**config.mk**
```make
export PLATFORM = sky130hd
export DESIGN_NAME = discharge_alarm
export DESIGN_NICKNAME = d
export VERILOG_FILES = /design/src/inc/gauge_pkg.sv /design/src/rtl/discharge_alarm.sv
export SDC_FILE = /design/constraint.sdc
export NUM_CORES = 1
export LEC_CHECK = 0
export BUFFER_PORTS_ARGS = -buffer_cell sky130_fd_sc_hd__buf_4
export CAP_MARGIN = 10
export CORE_AREA = 2 2 185 224
export DETAILED_ROUTE_END_ITERATION = 10
export DIE_AREA = 0 0 187 226
export GPL_TIMING_DRIVEN = 0
export HOLD_SLACK_MARGIN = 0.02
export PLACE_DENSITY = 0.74
export SYNTH_ARGS = -nofsm -noshare
export SYNTH_HDL_FRONTEND = slang
export SYNTH_SLANG_ARGS = --single-unit
export TNS_END_PERCENT = 10
```
**constraint.sdc**
```tcl
create_clock -name pclk -period 3.03 [get_ports pclk]
set_input_delay 0.909 -clock pclk [delete_from_list [all_inputs] [get_ports pclk]]
set_output_delay 0.909 -clock pclk [all_outputs]
set_load 0.005 [all_outputs]
```
**src/inc/gauge_pkg.sv**
```systemverilog
package gauge_pkg;

  // ----------------------------------------------------------------
  // register map (byte addresses)
  // ----------------------------------------------------------------
  localparam logic [7:0] OFS_CFG_A      = 8'h00;
  localparam logic [7:0] OFS_CFG_B      = 8'h04;
  localparam logic [7:0] OFS_DEBUG      = 8'h08;
  localparam logic [7:0] OFS_LOW_CAPACITY_FLAG_SET   = 8'h0c;
  localparam logic [7:0] OFS_LOW_CAPACITY_FLAG_CLR   = 8'h10;
  localparam logic [7:0] OFS_SD_SET_V   = 8'h14;
  localparam logic [7:0] OFS_SD_CLR_V   = 8'h18;
  localparam logic [7:0] OFS_SD_TIME    = 8'h1c;
  localparam logic [7:0] OFS_FINAL_V    = 8'h20;
  localparam logic [7:0] OFS_SLEEP_I    = 8'h24;
  localparam logic [7:0] OFS_BUS_TMO    = 8'h28;
  localparam logic [7:0] OFS_WR_WAIT    = 8'h2c;
  localparam logic [7:0] OFS_HOST_TEMP  = 8'h30;
  localparam logic [7:0] OFS_CMD        = 8'h34;
  localparam logic [7:0] OFS_STATUS     = 8'h38;

  // ----------------------------------------------------------------
  // reset values
  // ----------------------------------------------------------------
  localparam logic [15:0] RST_CFG_A     = 16'h0933;
  localparam logic [7:0]  RST_CFG_B     = 8'h53;
  localparam logic [7:0]  RST_DEBUG     = 8'h00;
  localparam logic [15:0] RST_LOW_CAPACITY_FLAG_SET  = 16'h0096;
  localparam logic [15:0] RST_LOW_CAPACITY_FLAG_CLR  = 16'h00af;
  localparam logic [15:0] RST_SD_SET_V  = 16'h0c4e;
  localparam logic [15:0] RST_SD_CLR_V  = 16'h0d48;
  localparam logic [15:0] RST_SD_TIME   = 16'h0002;
  localparam logic [15:0] RST_FINAL_V   = 16'h0bb8;
  localparam logic [15:0] RST_SLEEP_I   = 16'h000a;
  localparam logic [2:0]  RST_BUS_TMO   = 3'h4;
  localparam logic [7:0]  RST_WR_WAIT   = 8'h00;

  // ----------------------------------------------------------------
  // configuration field positions
  // ----------------------------------------------------------------
  localparam int BIT_GOOD_OVR     = 14;
  localparam int BIT_REMOVAL_IRQ  = 13;
  localparam int BIT_PFC_HI       = 12;
  localparam int BIT_PFC_LO       = 11;
  localparam int BIT_WAKE_RANGE   = 10;
  localparam int BIT_SENSE_HI     = 9;
  localparam int BIT_SENSE_LO     = 8;
  localparam int BIT_INIT_OCV     = 7;
  localparam int BIT_SLEEP_EN     = 5;
  localparam int BIT_CAP_LOAD     = 4;
  localparam int BIT_IRQ_POL      = 3;
  localparam int BIT_GOOD_POL     = 2;
  localparam int BIT_LOW_POL      = 1;
  localparam int BIT_TEMP_SRC     = 0;
  localparam int BIT_TEMP_WR      = 7;
  localparam int BIT_INS_DET      = 6;
  localparam int BIT_WR_IND_SEL   = 2;
  localparam int BIT_DELTA_HI     = 1;
  localparam int BIT_DELTA_LO     = 0;
  localparam int BIT_CMD_DETECT   = 0;

  // ----------------------------------------------------------------
  // timing
  // ----------------------------------------------------------------
  localparam int CLK_MHZ          = 250;
  localparam int PULSE_US         = 1000;
  localparam int PULSE_CYC        = PULSE_US * CLK_MHZ;
  localparam int WAIT_UNIT_US     = 5;
  localparam int WAIT_UNIT_CYC    = WAIT_UNIT_US * CLK_MHZ;
  localparam int TMO_STEP_MS      = 500;
  localparam int TMO_STEP_CYC     = TMO_STEP_MS * 1000 * CLK_MHZ;
  localparam int SD_TICK_MS       = 1000;
  localparam int SD_TICK_CYC      = SD_TICK_MS * 1000 * CLK_MHZ;

  // wake thresholds in units of 1.25 mV, indexed {sense_hi, sense_lo, range}
  localparam logic [3:0] WAKE_TH [8] = '{4'h0, 4'h0, 4'h1, 4'h2, 4'h2, 4'h4, 4'h4, 4'h8};

  typedef enum logic [1:0] {PFC_MODE0, PFC_MODE1, PFC_MODE2, PFC_BAD} pfc_e;
  typedef enum logic [1:0] {DV_STANDARD, DV_NO_AVG, DV_MIN_DELTA, DV_UNUSED} delta_e;

endpackage

```
**src/rtl/discharge_alarm.sv**
```systemverilog
`timescale 1ns/1ps
// Operation
// - set low-capacity flag when remaining capacity falls below set threshold
// - clear low-capacity flag when capacity reaches clear threshold or more
// - low-battery pin follows the low-capacity flag
// - set shutdown warning after voltage below threshold for set time; interrupt
// - clear shutdown warning when voltage rises above clear threshold
// - pulse interrupt output 1 ms on battery removal when enabled
// - decode pin-function bits 00/01/10 into modes 0/1/2
// - wake threshold from sense bits and range bit; 00 disables
// - in sleep or hibernate raise wake when current beyond threshold
// - pulse interrupt during first open-circuit measurement when enabled
// - allow sleep only when enabled and average current at most sleep current
// - load remaining capacity with full capacity on termination when enabled
// - output polarities set by polarity bits
// - temperature from external sensor when select is 1, else internal
// - bus timeout off at 0, else setting times half a second
// - write indication on interrupt pin or low-battery pin by select bit
// - accept host-written temperature when enabled
// - without insertion detect, host command sets battery-detected bit
// - keep battery-good asserted in voltage-only hibernate when override set
// - decode delta-voltage method from two bits
module discharge_alarm
  import gauge_pkg::*;
#(
  parameter int PULSE_CYCLES = PULSE_CYC,
  parameter int TMO_CYCLES   = TMO_STEP_CYC,
  parameter int TICK_CYCLES  = SD_TICK_CYC,
  parameter int UNIT_CYCLES  = WAIT_UNIT_CYC
) (
  // clock and reset
  input  wire logic        pclk,
  input  wire logic        presetn,
  input  wire logic        clk_en,
  // apb slave
  input  wire logic        psel,
  input  wire logic        penable,
  input  wire logic        pwrite,
  input  wire logic [7:0]  paddr,
  input  wire logic [31:0] pwdata,
  output logic      [31:0] prdata,
  output logic             pready,
  output logic             pslverr,
  // measurements
  input  wire logic        meas_valid,
  input  wire logic [15:0] remaining_cap,
  input  wire logic [15:0] full_cap,
  input  wire logic [15:0] cell_voltage,
  input  wire logic [15:0] avg_current,
  input  wire logic [15:0] sense_mag,
  input  wire logic [15:0] temp_external,
  input  wire logic [15:0] temp_internal,
  // gauge events
  input  wire logic        low_power_state,
  input  wire logic        hibernate_by_voltage,
  input  wire logic        battery_removed,
  input  wire logic        first_ocv,
  input  wire logic        charge_terminated,
  input  wire logic        insertion_seen,
  input  wire logic        flash_write_req,
  input  wire logic        bus_activity,
  input  wire logic        battery_good_raw,
  // outputs
  output logic             soc_irq_pin,
  output logic             low_battery_pin,
  output logic             battery_good_pin,
  output logic             wake_irq,
  output logic             sleep_allow,
  output logic             cap_load,
  output logic             soc_zero,
  output logic             flash_write_go,
  output logic             bus_timeout,
  output logic [15:0]      temperature,
  output logic [1:0]       pin_mode,
  output logic [1:0]       delta_mode
);

  // ----------------------------------------------------------------
  // registers
  // ----------------------------------------------------------------
  logic [15:0] cfg_a_reg;
  logic [7:0]  cfg_b_reg;
  logic [7:0]  debug_reg;
  logic [15:0] low_capacity_flag_set_reg;
  logic [15:0] low_capacity_flag_clr_reg;
  logic [15:0] sd_set_reg;
  logic [15:0] sd_clr_reg;
  logic [15:0] sd_time_reg;
  logic [15:0] final_v_reg;
  logic [15:0] sleep_i_reg;
  logic [2:0]  tmo_reg;
  logic [7:0]  wr_wait_reg;
  logic [15:0] host_temp_reg;
  logic        detected_reg;
  logic        low_cap_flag;
  logic        shutdown_warning_flag;
  logic        wr_act;
  logic        wr_cmd;
  logic        rd_act;
  logic        detect_cmd;
  logic        mapped;
  logic [31:0] rd_next;

  assign wr_act = clk_en && psel && penable && pwrite && pready;
  assign rd_act = clk_en && psel && penable && !pwrite && pready;
  assign wr_cmd = wr_act && (paddr == OFS_CMD);
  assign detect_cmd = wr_cmd && pwdata[BIT_CMD_DETECT];

  always_comb begin
    mapped  = 1'b1;
    rd_next = 32'h0;
    unique case (paddr)
      OFS_CFG_A:     rd_next = {16'h0, cfg_a_reg};
      OFS_CFG_B:     rd_next = {24'h0, cfg_b_reg};
      OFS_DEBUG:     rd_next = {24'h0, debug_reg};
      OFS_LOW_CAPACITY_FLAG_SET:  rd_next = {16'h0, low_capacity_flag_set_reg};
      OFS_LOW_CAPACITY_FLAG_CLR:  rd_next = {16'h0, low_capacity_flag_clr_reg};
      OFS_SD_SET_V:  rd_next = {16'h0, sd_set_reg};
      OFS_SD_CLR_V:  rd_next = {16'h0, sd_clr_reg};
      OFS_SD_TIME:   rd_next = {16'h0, sd_time_reg};
      OFS_FINAL_V:   rd_next = {16'h0, final_v_reg};
      OFS_SLEEP_I:   rd_next = {16'h0, sleep_i_reg};
      OFS_BUS_TMO:   rd_next = {29'h0, tmo_reg};
      OFS_WR_WAIT:   rd_next = {24'h0, wr_wait_reg};
      OFS_HOST_TEMP: rd_next = {16'h0, host_temp_reg};
      OFS_CMD:       rd_next = 32'h0;
      OFS_STATUS:    rd_next = {29'h0, detected_reg, shutdown_warning_flag, low_cap_flag};
      default:       mapped  = 1'b0;
    endcase
  end

  // ----------------------------------------------------------------
  // apb handshake: one wait state, ready in the access phase
  // ----------------------------------------------------------------
  always_ff @(posedge pclk or negedge presetn) begin
    if (!presetn) begin
      pready  <= 1'b0;
      pslverr <= 1'b0;
      prdata  <= 32'h0;
    end else if (clk_en) begin
      pready  <= psel && penable && !pready;
      pslverr <= psel && penable && !pready && !mapped;
      if (psel && penable && !pready && !pwrite) begin
        prdata <= rd_next;
      end
    end
  end

  always_ff @(posedge pclk or negedge presetn) begin
    if (!presetn) begin
      cfg_a_reg     <= RST_CFG_A;
      cfg_b_reg     <= RST_CFG_B;
      debug_reg     <= RST_DEBUG;
      low_capacity_flag_set_reg  <= RST_LOW_CAPACITY_FLAG_SET;
      low_capacity_flag_clr_reg  <= RST_LOW_CAPACITY_FLAG_CLR;
      sd_set_reg    <= RST_SD_SET_V;
      sd_clr_reg    <= RST_SD_CLR_V;
      sd_time_reg   <= RST_SD_TIME;
      final_v_reg   <= RST_FINAL_V;
      sleep_i_reg   <= RST_SLEEP_I;
      tmo_reg       <= RST_BUS_TMO;
      wr_wait_reg   <= RST_WR_WAIT;
      host_temp_reg <= 16'h0;
    end else if (wr_act) begin
      unique case (paddr)
        OFS_CFG_A:     cfg_a_reg    <= pwdata[15:0];
        OFS_CFG_B:     cfg_b_reg    <= pwdata[7:0];
        OFS_DEBUG:     debug_reg    <= {5'h0, pwdata[2:0]};
        OFS_LOW_CAPACITY_FLAG_SET:  low_capacity_flag_set_reg <= pwdata[15:0];
        OFS_LOW_CAPACITY_FLAG_CLR:  low_capacity_flag_clr_reg <= pwdata[15:0];
        OFS_SD_SET_V:  sd_set_reg   <= pwdata[15:0];
        OFS_SD_CLR_V:  sd_clr_reg   <= pwdata[15:0];
        OFS_SD_TIME:   sd_time_reg  <= pwdata[15:0];
        OFS_FINAL_V:   final_v_reg  <= pwdata[15:0];
        OFS_SLEEP_I:   sleep_i_reg  <= pwdata[15:0];
        OFS_BUS_TMO:   tmo_reg      <= pwdata[2:0];
        OFS_WR_WAIT:   wr_wait_reg  <= pwdata[7:0];
        OFS_HOST_TEMP: begin
          if (cfg_b_reg[BIT_TEMP_WR]) begin
            host_temp_reg <= pwdata[15:0];
          end
        end
        default: begin
        end
      endcase
    end
  end

  // battery detected: hardware detection or host command
  always_ff @(posedge pclk or negedge presetn) begin
    if (!presetn) begin
      detected_reg <= 1'b0;
    end else if (clk_en) begin
      if ((cfg_b_reg[BIT_INS_DET] && insertion_seen) || detect_cmd) begin
        detected_reg <= 1'b1;
      end else if (battery_removed) begin
        detected_reg <= 1'b0;
      end
    end
  end

  // ----------------------------------------------------------------
  // discharge alarms
  // ----------------------------------------------------------------
  logic [31:0] tick_cnt;
  logic [15:0] sd_sec;
  logic        sd_fire;

  always_ff @(posedge pclk or negedge presetn) begin
    if (!presetn) begin
      low_cap_flag <= 1'b0;
    end else if (clk_en && meas_valid) begin
      if (remaining_cap < low_capacity_flag_set_reg) begin
        low_cap_flag <= 1'b1;
      end else if (remaining_cap >= low_capacity_flag_clr_reg) begin
        low_cap_flag <= 1'b0;
      end
    end
  end

  always_ff @(posedge pclk or negedge presetn) begin
    if (!presetn) begin
      tick_cnt <= 32'h0;
      sd_sec   <= 16'h0;
    end else if (clk_en) begin
      if (meas_valid && cell_voltage >= sd_set_reg) begin
        tick_cnt <= 32'h0;
        sd_sec   <= 16'h0;
      end else if (cell_voltage < sd_set_reg && sd_sec < sd_time_reg) begin
        if (tick_cnt == 32'(TICK_CYCLES - 1)) begin
          tick_cnt <= 32'h0;
          sd_sec   <= sd_sec + 16'h1;
        end else begin
          tick_cnt <= tick_cnt + 32'h1;
        end
      end
    end
  end

  assign sd_fire = meas_valid && cell_voltage < sd_set_reg && sd_sec >= sd_time_reg
                   && !shutdown_warning_flag;

  always_ff @(posedge pclk or negedge presetn) begin
    if (!presetn) begin
      shutdown_warning_flag <= 1'b0;
    end else if (clk_en) begin
      if (sd_fire) begin
        shutdown_warning_flag <= 1'b1;
      end else if (meas_valid && shutdown_warning_flag && cell_voltage > sd_clr_reg) begin
        shutdown_warning_flag <= 1'b0;
      end
    end
  end

  chk_shutdown_set: assert property (@(posedge pclk) disable iff (!presetn)
    clk_en && sd_fire |=> shutdown_warning_flag)
    else $error("shutdown warning not set after duration");

  chk_low_cap_set: assert property (@(posedge pclk) disable iff (!presetn)
    clk_en && meas_valid && remaining_cap < low_capacity_flag_set_reg |=> low_cap_flag)
    else $error("low capacity flag not set");

  chk_low_cap_clear: assert property (@(posedge pclk) disable iff (!presetn)
    clk_en && meas_valid && remaining_cap >= low_capacity_flag_clr_reg
    && remaining_cap >= low_capacity_flag_set_reg |=> !low_cap_flag)
    else $error("low capacity flag not cleared");

  // ----------------------------------------------------------------
  // interrupt pulse and flash write indication
  // ----------------------------------------------------------------
  logic [31:0] pulse_cnt;
  logic        pulse_on;
  logic [15:0] wait_cnt;
  logic [31:0] unit_cnt;
  logic        wr_busy;

  always_ff @(posedge pclk or negedge presetn) begin
    if (!presetn) begin
      pulse_cnt <= 32'h0;
    end else if (clk_en) begin
      if ((battery_removed && cfg_a_reg[BIT_REMOVAL_IRQ]) || sd_fire) begin
        pulse_cnt <= 32'(PULSE_CYCLES);
      end else if (first_ocv && cfg_a_reg[BIT_INIT_OCV]) begin
        pulse_cnt <= 32'(PULSE_CYCLES);
      end else if (pulse_cnt != 32'h0) begin
        pulse_cnt <= pulse_cnt - 32'h1;
      end
    end
  end
  assign pulse_on = pulse_cnt != 32'h0;

  always_ff @(posedge pclk or negedge presetn) begin
    if (!presetn) begin
      wr_busy        <= 1'b0;
      wait_cnt       <= 16'h0;
      unit_cnt       <= 32'h0;
      flash_write_go <= 1'b0;
    end else if (clk_en) begin
      flash_write_go <= 1'b0;
      if (!wr_busy && flash_write_req) begin
        wr_busy  <= 1'b1;
        wait_cnt <= {8'h0, wr_wait_reg};
        unit_cnt <= 32'h0;
      end else if (wr_busy) begin
        if (wait_cnt == 16'h0) begin
          wr_busy        <= 1'b0;
          flash_write_go <= 1'b1;
        end else if (unit_cnt == 32'(UNIT_CYCLES - 1)) begin
          unit_cnt <= 32'h0;
          wait_cnt <= wait_cnt - 16'h1;
        end else begin
          unit_cnt <= unit_cnt + 32'h1;
        end
      end
    end
  end

  // ----------------------------------------------------------------
  // pins and decoded configuration
  // ----------------------------------------------------------------
  logic        irq_active;
  logic        low_active;
  logic        good_active;
  logic [15:0] wake_th;
  logic [2:0]  tmo_set;
  logic [31:0] tmo_cnt;
  logic [2:0]  tmo_steps;

  assign wake_th = {12'h0, WAKE_TH[{cfg_a_reg[BIT_SENSE_HI], cfg_a_reg[BIT_SENSE_LO],
                                    cfg_a_reg[BIT_WAKE_RANGE]}]};
  assign irq_active  = pulse_on || (wr_busy && !cfg_b_reg[BIT_WR_IND_SEL]);
  assign low_active  = low_cap_flag || (wr_busy && cfg_b_reg[BIT_WR_IND_SEL]);
  assign good_active = battery_good_raw
                       || (hibernate_by_voltage && cfg_a_reg[BIT_GOOD_OVR]);
  assign tmo_set = tmo_reg;

  always_ff @(posedge pclk or negedge presetn) begin
    if (!presetn) begin
      soc_irq_pin      <= 1'b1;
      low_battery_pin  <= 1'b0;
      battery_good_pin <= 1'b1;
      wake_irq         <= 1'b0;
      sleep_allow      <= 1'b0;
      cap_load         <= 1'b0;
      soc_zero         <= 1'b0;
      temperature      <= 16'h0;
      pin_mode         <= 2'h1;
      delta_mode       <= 2'h0;
    end else if (clk_en) begin
      soc_irq_pin      <= irq_active ^ !cfg_a_reg[BIT_IRQ_POL];
      low_battery_pin  <= low_active ^ !cfg_a_reg[BIT_LOW_POL];
      battery_good_pin <= good_active ^ !cfg_a_reg[BIT_GOOD_POL];
      wake_irq         <= low_power_state && wake_th != 16'h0 && sense_mag > wake_th;
      sleep_allow      <= cfg_a_reg[BIT_SLEEP_EN] && avg_current <= sleep_i_reg;
      cap_load         <= charge_terminated && cfg_a_reg[BIT_CAP_LOAD];
      if (meas_valid) begin
        soc_zero <= cell_voltage <= final_v_reg;
      end
      if (cfg_b_reg[BIT_TEMP_WR]) begin
        temperature <= host_temp_reg;
      end else begin
        temperature <= cfg_a_reg[BIT_TEMP_SRC] ? temp_external : temp_internal;
      end
      pin_mode   <= {cfg_a_reg[BIT_PFC_HI], cfg_a_reg[BIT_PFC_LO]};
      delta_mode <= {debug_reg[BIT_DELTA_HI], debug_reg[BIT_DELTA_LO]};
    end
  end

  // bus timeout: time with bus_activity high counted in half-second steps
  always_ff @(posedge pclk or negedge presetn) begin
    if (!presetn) begin
      tmo_cnt     <= 32'h0;
      tmo_steps   <= 3'h0;
      bus_timeout <= 1'b0;
    end else if (clk_en) begin
      bus_timeout <= 1'b0;
      if (tmo_set == 3'h0 || !bus_activity) begin
        tmo_cnt   <= 32'h0;
        tmo_steps <= 3'h0;
      end else if (tmo_cnt == 32'(TMO_CYCLES - 1)) begin
        tmo_cnt <= 32'h0;
        if (tmo_steps == tmo_set - 3'h1) begin
          bus_timeout <= 1'b1;
          tmo_steps   <= 3'h0;
        end else begin
          tmo_steps <= tmo_steps + 3'h1;
        end
      end else begin
        tmo_cnt <= tmo_cnt + 32'h1;
      end
    end
  end

  chk_low_pin_follow: assert property (@(posedge pclk) disable iff (!presetn)
    clk_en && !wr_busy |=> low_battery_pin == ($past(low_cap_flag) ^ !$past(cfg_a_reg[1])))
    else $error("low battery pin does not follow flag");

  chk_removal_pulse: assert property (@(posedge pclk) disable iff (!presetn)
    clk_en && battery_removed && cfg_a_reg[13] |=> pulse_cnt == 32'(PULSE_CYCLES))
    else $error("removal pulse not started");

  chk_sleep_gate: assert property (@(posedge pclk) disable iff (!presetn)
    sleep_allow |-> $past(cfg_a_reg[5]) || !$past(clk_en))
    else $error("sleep allowed while disabled");

  chk_temp_source: assert property (@(posedge pclk) disable iff (!presetn)
    clk_en && !cfg_b_reg[7] && cfg_a_reg[0] |=> temperature == $past(temp_external))
    else $error("temperature not from external sensor");

  chk_write_delay: assert property (@(posedge pclk) disable iff (!presetn)
    clk_en && !wr_busy && flash_write_req && wr_wait_reg != 8'h0 |=> !flash_write_go[*2])
    else $error("flash write started without delay");

  chk_pin_mode: assert property (@(posedge pclk) disable iff (!presetn)
    clk_en |=> pin_mode == $past(cfg_a_reg[12:11]))
    else $error("pin mode decode wrong");

endmodule

```
Word level (Yosys, flattened, before mapping). Memories as Yosys holds them, arrays and structs flattened. Cells that the tools add are included.

Add/sub/neg operators: 8. $lt $le $gt $ge: 11. Equal/unequal tests: 19. Muxes and demuxes: 43. Bitwise gates (word level): 4. Reduce and logical (&&, ||, !) cells: 84.

Operators by type and width (number): $mux 32 (12); $pmux 16 s14 (1); $mux 16 (9); $add 32x1->32 const B (3); $eq 8x6->1 const B (7); $ge 16x16->1 (3); $lt 16x16->1 (3); $reduce_and 2->1 (20); $eq 32x11->1 const B (1); $eq 32x27->1 const B (1); $eq 32x28->1 const B (1); $eq 8x5->1 const B (4); $le 16x16->1 (2); $reduce_bool 32->1 (1); $sub 32x1->32 const B (1); $logic_and 1x1->1 (29); $add 16x1->16 const B (1); $eq 8x4->1 const B (2); $gt 16x16->1 (1); $gt 16x4->1 (1); $logic_not 16->1 (1); $mux 1 (16); $reduce_bool 16->1 (1); $reduce_bool 2->1 (8); 19 further kinds (40).

Register bits after elaboration: 396. Memory bits (read-only): 32. Input bits: 168. Output and inout port bits: 63. Word-level logic and storage cells: 209. Memories: 1.

Memory list: (name not given) (words 8, width 4, rd ports 1, clocked after Yosys merged registers in 0, write ports 0, RTL line discharge_alarm.sv:329) `assign wake_th = {12'h0, WAKE_TH[{cfg_a_reg[BIT_SENSE_HI], cfg_a_reg[BIT_SENSE_LO],`.

Longest topological paths before layout.
Word-level depth: 9. Mapped depth: 13. Gate-level depth less buffers: 11.

Least setup slack after synthesis. No wires, ideal clock.

Path kind: input-to-reg. Start: input port cell_voltage[1]. End: register sd_sec[11]. Setup time: 165 ps. Arrival: 3361 ps. Required time: 2865 ps. Path slack: -496 ps. Stages: 10. Path buffers: 2. Cells stage by stage: ha_1 -> nor2b_1 -> o211ai_1 -> a2111o_1 -> a311oi_1 -> a31oi_1 -> clkbuf_1 -> clkbuf_1 -> o31ai_1 -> a21oi_1.

Longest elaborated chain between the ends: 4. Elaborated cells on any way between the ends: 8. Classes of those cells: 2 x order compare; 1 x mux; 5 x reduce/logical.

RTL lines: start: declaration (RTL line discharge_alarm.sv:48) `input wire logic [15:0] cell_voltage,`; $ge 16x16->1 / $lt 16x16->1 (equally long branches) (RTL line discharge_alarm.sv:226, discharge_alarm.sv:229); $logic_and 1x1->1, on equally long branches (RTL line discharge_alarm.sv:226, discharge_alarm.sv:229); $reduce_bool 2->1 (no source line); $reduce_and 3->1 (no source line); end signal: assignment (RTL line discharge_alarm.sv:232) `sd_sec <= sd_sec + 16'h1;`; end: declaration (RTL line discharge_alarm.sv:206) `logic [15:0] sd_sec;`.

Parallel ways exist; a longest one is shown, timed or not. A chain may end at the register's enable or synchronous reset.

Worst setup path in the final report.
Start: input port paddr[7]. End: register prdata[0].

Longest elaborated chain between the ends: 2. Elaborated cells on any way between the ends: 15. Classes of those cells: 13 x eq/ne; 1 x mux; 1 x reduce/logical.

RTL lines: start: declaration (RTL line discharge_alarm.sv:39) `input wire logic [7:0] paddr,`; $eq 8x6->1, or another cell as far along (RTL line discharge_alarm.sv:112) `unique case (paddr)`; $pmux 16 s14 * (RTL line discharge_alarm.sv:112); end signal: assignment (RTL line discharge_alarm.sv:144) `prdata <= rd_next;`; end: declaration (RTL line discharge_alarm.sv:41) `output logic [31:0] prdata,`.

Mark *: on every way between the ends. The rest lies on a longest branch, timed or not.

==> impl_metrics.py <==
metrics = {
    "yosys": {
        "synth_fa_ha_area_share_pct": 7.472,
        "syn_area_mm2": 0.02143,
        "synth-simple-area-share_pct": 18.64,
        "yosysMostFrequentCell": "dfrtp_1",
        "synthTopCellsByArea": "dfrtp_1, ha_1, dfstp_2",
        "synth.distinct_cells": 74,
        "yosysWarnings": 0,
        "synth_xor_area_share_pct": 2.248,
        "synthesis.instances": 2316,
        "synth_top_area_cell": "dfrtp_1",
        "ys_seq_area_share_pct": 44.63,
        "syn_avg_cell_area_um2": 9.254,
        "synth_top_family_by_area": "simple AND/OR/NAND/NOR gates",
        "yosys-top-cells-count": "dfrtp_1, nand2_1, o21ai_0",
        "synth_top_area_share_pct": 39.11,
        "synth_async_sr_flop_share_pct": 100.0,
        "synth_compound_area_share_pct": 16.37,
        "synth_mux_area_share_pct": 5.347,
        "yosys_register_bits": 380,
        "synth_edf_count": 0,
        "synth_ff_type": "dfrtp_1",
    },
    "clocking": {
        "clk_pin_slew_worst_paths_ns": 0.06,
        "cts_buffers": 42,
        "clock_path_buffers": 3,
        "clock-sinks": 380,
        "h-tree-depth": 2,
        "tritoncts": "yes",
        "clock-root-buffer": "clkbuf_16",
        "clk_latency_ns": 0.58,
    },
    "sta": {
        "fin_ws_ns": -0.1292,
        "rsz0062_at_grt": "yes",
        "fin_crit_ns": 3.159,
        "fmax_ghz": 0.3165,
        "slew_headroom_pct": 31.53,
        "final_hold_viol_count": 0,
        "slew_violations": 0,
        "final.period_utilization_pct": 104.3,
        "finalClockSkew_ns": 0.02875,
        "setup_tns_ns": -0.4065,
        "tightest_slew_ns": 1.027,
        "finalSetupViolCount": 12,
    },
    "global_routing": {
        "grt_max_degree": 117,
        "grt_pass1_wl_mm": 109.6,
        "overflow": 0,
        "antenna_found_initial": 1,
        "grt_usage_pct": 33.37,
        "grt_pass1_vias": 19610,
    },
    "min_path": {
        "hold_class": "input pin to asynchronous set/reset pin",
    },
    "floorplan": {
        "io_pins": 231,
        "die_area_mm2": 0.04226,
        "start_util_pct": 53.27,
        "dieWidth_um": 187,
        "core_mm2": 0.04023,
        "core.rowCount": 81,
        "die_h_um": 226,
    },
    "finish": {
        "num_antenna_cells": 0,
        "syn_to_final_growth_pct": 20.46,
        "final_area_mm2": 0.02582,
        "drive_gt1_share_pct": 19.82,
        "fin_nets": 2876,
        "fin_cells": 3153,
    },
    "critical_path": {
        "arrival_ns": 3.64,
        "cp.required_ns": 3.51,
        "endpoint_kind": "register",
        "worst-setup-path-type": "input pin to register",
        "worstSetupStartpointType": "input pin",
        "reg2reg_depth": 10,
        "r2r_setup_slack_ns": -0.05,
        "r2r_end": "pulse_cnt[6]",
        "rr_startpoint": "pulse_cnt[28]",
        "worstSetupStartpoint": "paddr[7]",
        "critPathMaxFanout": 10,
        "crit_end": "prdata[0]",
    },
    "placed_design": {
        "port_buffers": 173,
        "preCtsSetupSlack_ns": -0.9407,
        "routabilityCongestion": 0.9904,
        "dpl_cell_area_mm2": 0.02371,
        "place_inst": 3048,
        "dpl.hpwl_mm": 51.93,
    },
    "detailed_routing": {
        "drt_iter0_drc": 2354,
        "drtAntennaViolNets": 0,
        "vias": 19890,
        "drc": 0,
        "wl_per_cell_um": 22.41,
        "wl_mm": 70.67,
        "drtPass1Iterations": 7,
        "post_drt_via_cell_ratio": 6.307,
    },
    "power_and_ir_drop": {
        "vdd_drop_max_v": 0.0004246,
        "power.density_mw_per_mm2": 508.9,
        "power.total_mw": 13.14,
        "leakage_nw": 11.86,
    },
    "outcome": {
        "status": "finished, violations left",
        "violations": "negative setup slack",
    },
    "run": {
        "maxCapViolCount": 0,
    },
}
[report_power, final]
group / internal [mW] / leakage (nW) / total, mW / switching, mW
clock: 3.29 / 0.705 / 5.48 / 2.19
sequential: 5.43 / 4.58 / 5.83 / 0.402
combinational: 0.799 / 6.58 / 1.83 / 1.03
[worst min path at each step]
stage / end / slack (ns) / startpoint
after CTS: unit_cnt[18] / 0.33 / presetn
after floorplan: detected_reg / 0.45 / detected_reg
final: unit_cnt[18] / 0.30 / presetn
after detailed placement: pulse_cnt[28] / 0.47 / pulse_cnt[28]
after global routing: unit_cnt[18] / 0.35 / presetn
after global placement: detected_reg / 0.47 / detected_reg
[logic make-up after synthesis]
| logic type | Yosys count |
|---|---|
| AO/OA/AOI/OAI | 563 |
| XOR/XNOR | 55 |
| adder cells (fa/ha/maj) | 128 |
| buffers and inverters | 280 |
| flip-flops | 380 |
| multiplexers | 105 |
| other | 1 |
| AND/OR/NAND/NOR | 804 |
[per-layer routing]
| metal | vias up | GRT usage [%] | wire (um) |
|---|---|---|---|
| li1 | 8888 | - | - |
| met1 | 9728 | 41.85 | 27420 |
| met2 | 1020 | 54.68 | 32990 |
| met3 | 250 | 5.361 | 5503 |
| met4 | 0 | 19.97 | 4756 |
| met5 | - | 0 | 0 |
[critical path, cell delays in order]
cell and delay (ns):
buf_4 0.13, nor2_1 0.19, nand3b_1 0.32, nor2_1 0.78, clkbuf_1 0.59, a22oi_1 0.20, nand2_1 0.22, a221oi_1 0.09
a31oi_1 0.22
[placed cells by master (no fill, tap or decap), types with 20 or more instances in the layout]
cell / instances
a21oi_1: 99
a221oi_1: 27
a22oi_1: 35
and3_1: 26
buf_4: 211
clkbuf_1: 84
clkbuf_16: 44
clkbuf_2: 23
dfrtp_1: 335
dfstp_2: 45
ha_1: 124
inv_1: 145
mux2_2: 76
mux2i_1: 29
nand2_1: 237
nand3_1: 87
nand4_1: 57
nor2_1: 149
nor3_1: 50
nor4_1: 27
o21ai_0: 226
or3_1: 37
xnor2_1: 20
xor2_1: 35
[final cells by class]
| class | count | area (um2) |
|---|---|---|
| Fill cell | 3276 | 14420 |
| Tap cell | 539 | 674.4 |
| Clock buffer | 64 | 1215 |
| Multi-Input combinational cell | 1671 | 11150 |
| Buffer | 132 | 723.2 |
| Timing Repair Buffer | 206 | 1688 |
| Sequential cell | 380 | 9565 |
| Clock inverter | 14 | 247.7 |
| Inverter | 147 | 551.8 |
[metrics by stage]
| stage | hold slack [ns] | util, % |
|---|---|---|
| after floorplan | 0.4485 | - |
| after global placement | 0.4660 | 58.61 |
| after global routing | 0.3451 | 64.17 |
| after CTS | 0.3335 | 63.44 |
| after detailed placement | 0.4735 | 58.92 |
| final | 0.3044 | 64.17 |
[timing repair]
item	4_1_cts	5_1_grt
setup buffers	15	10
pin swaps	11	19
hold buffers	0	0
cloned	1	1
endpoints found under the setup margin	196	183
resized for setup	61	68
Power figures use the tool's default switching activity.
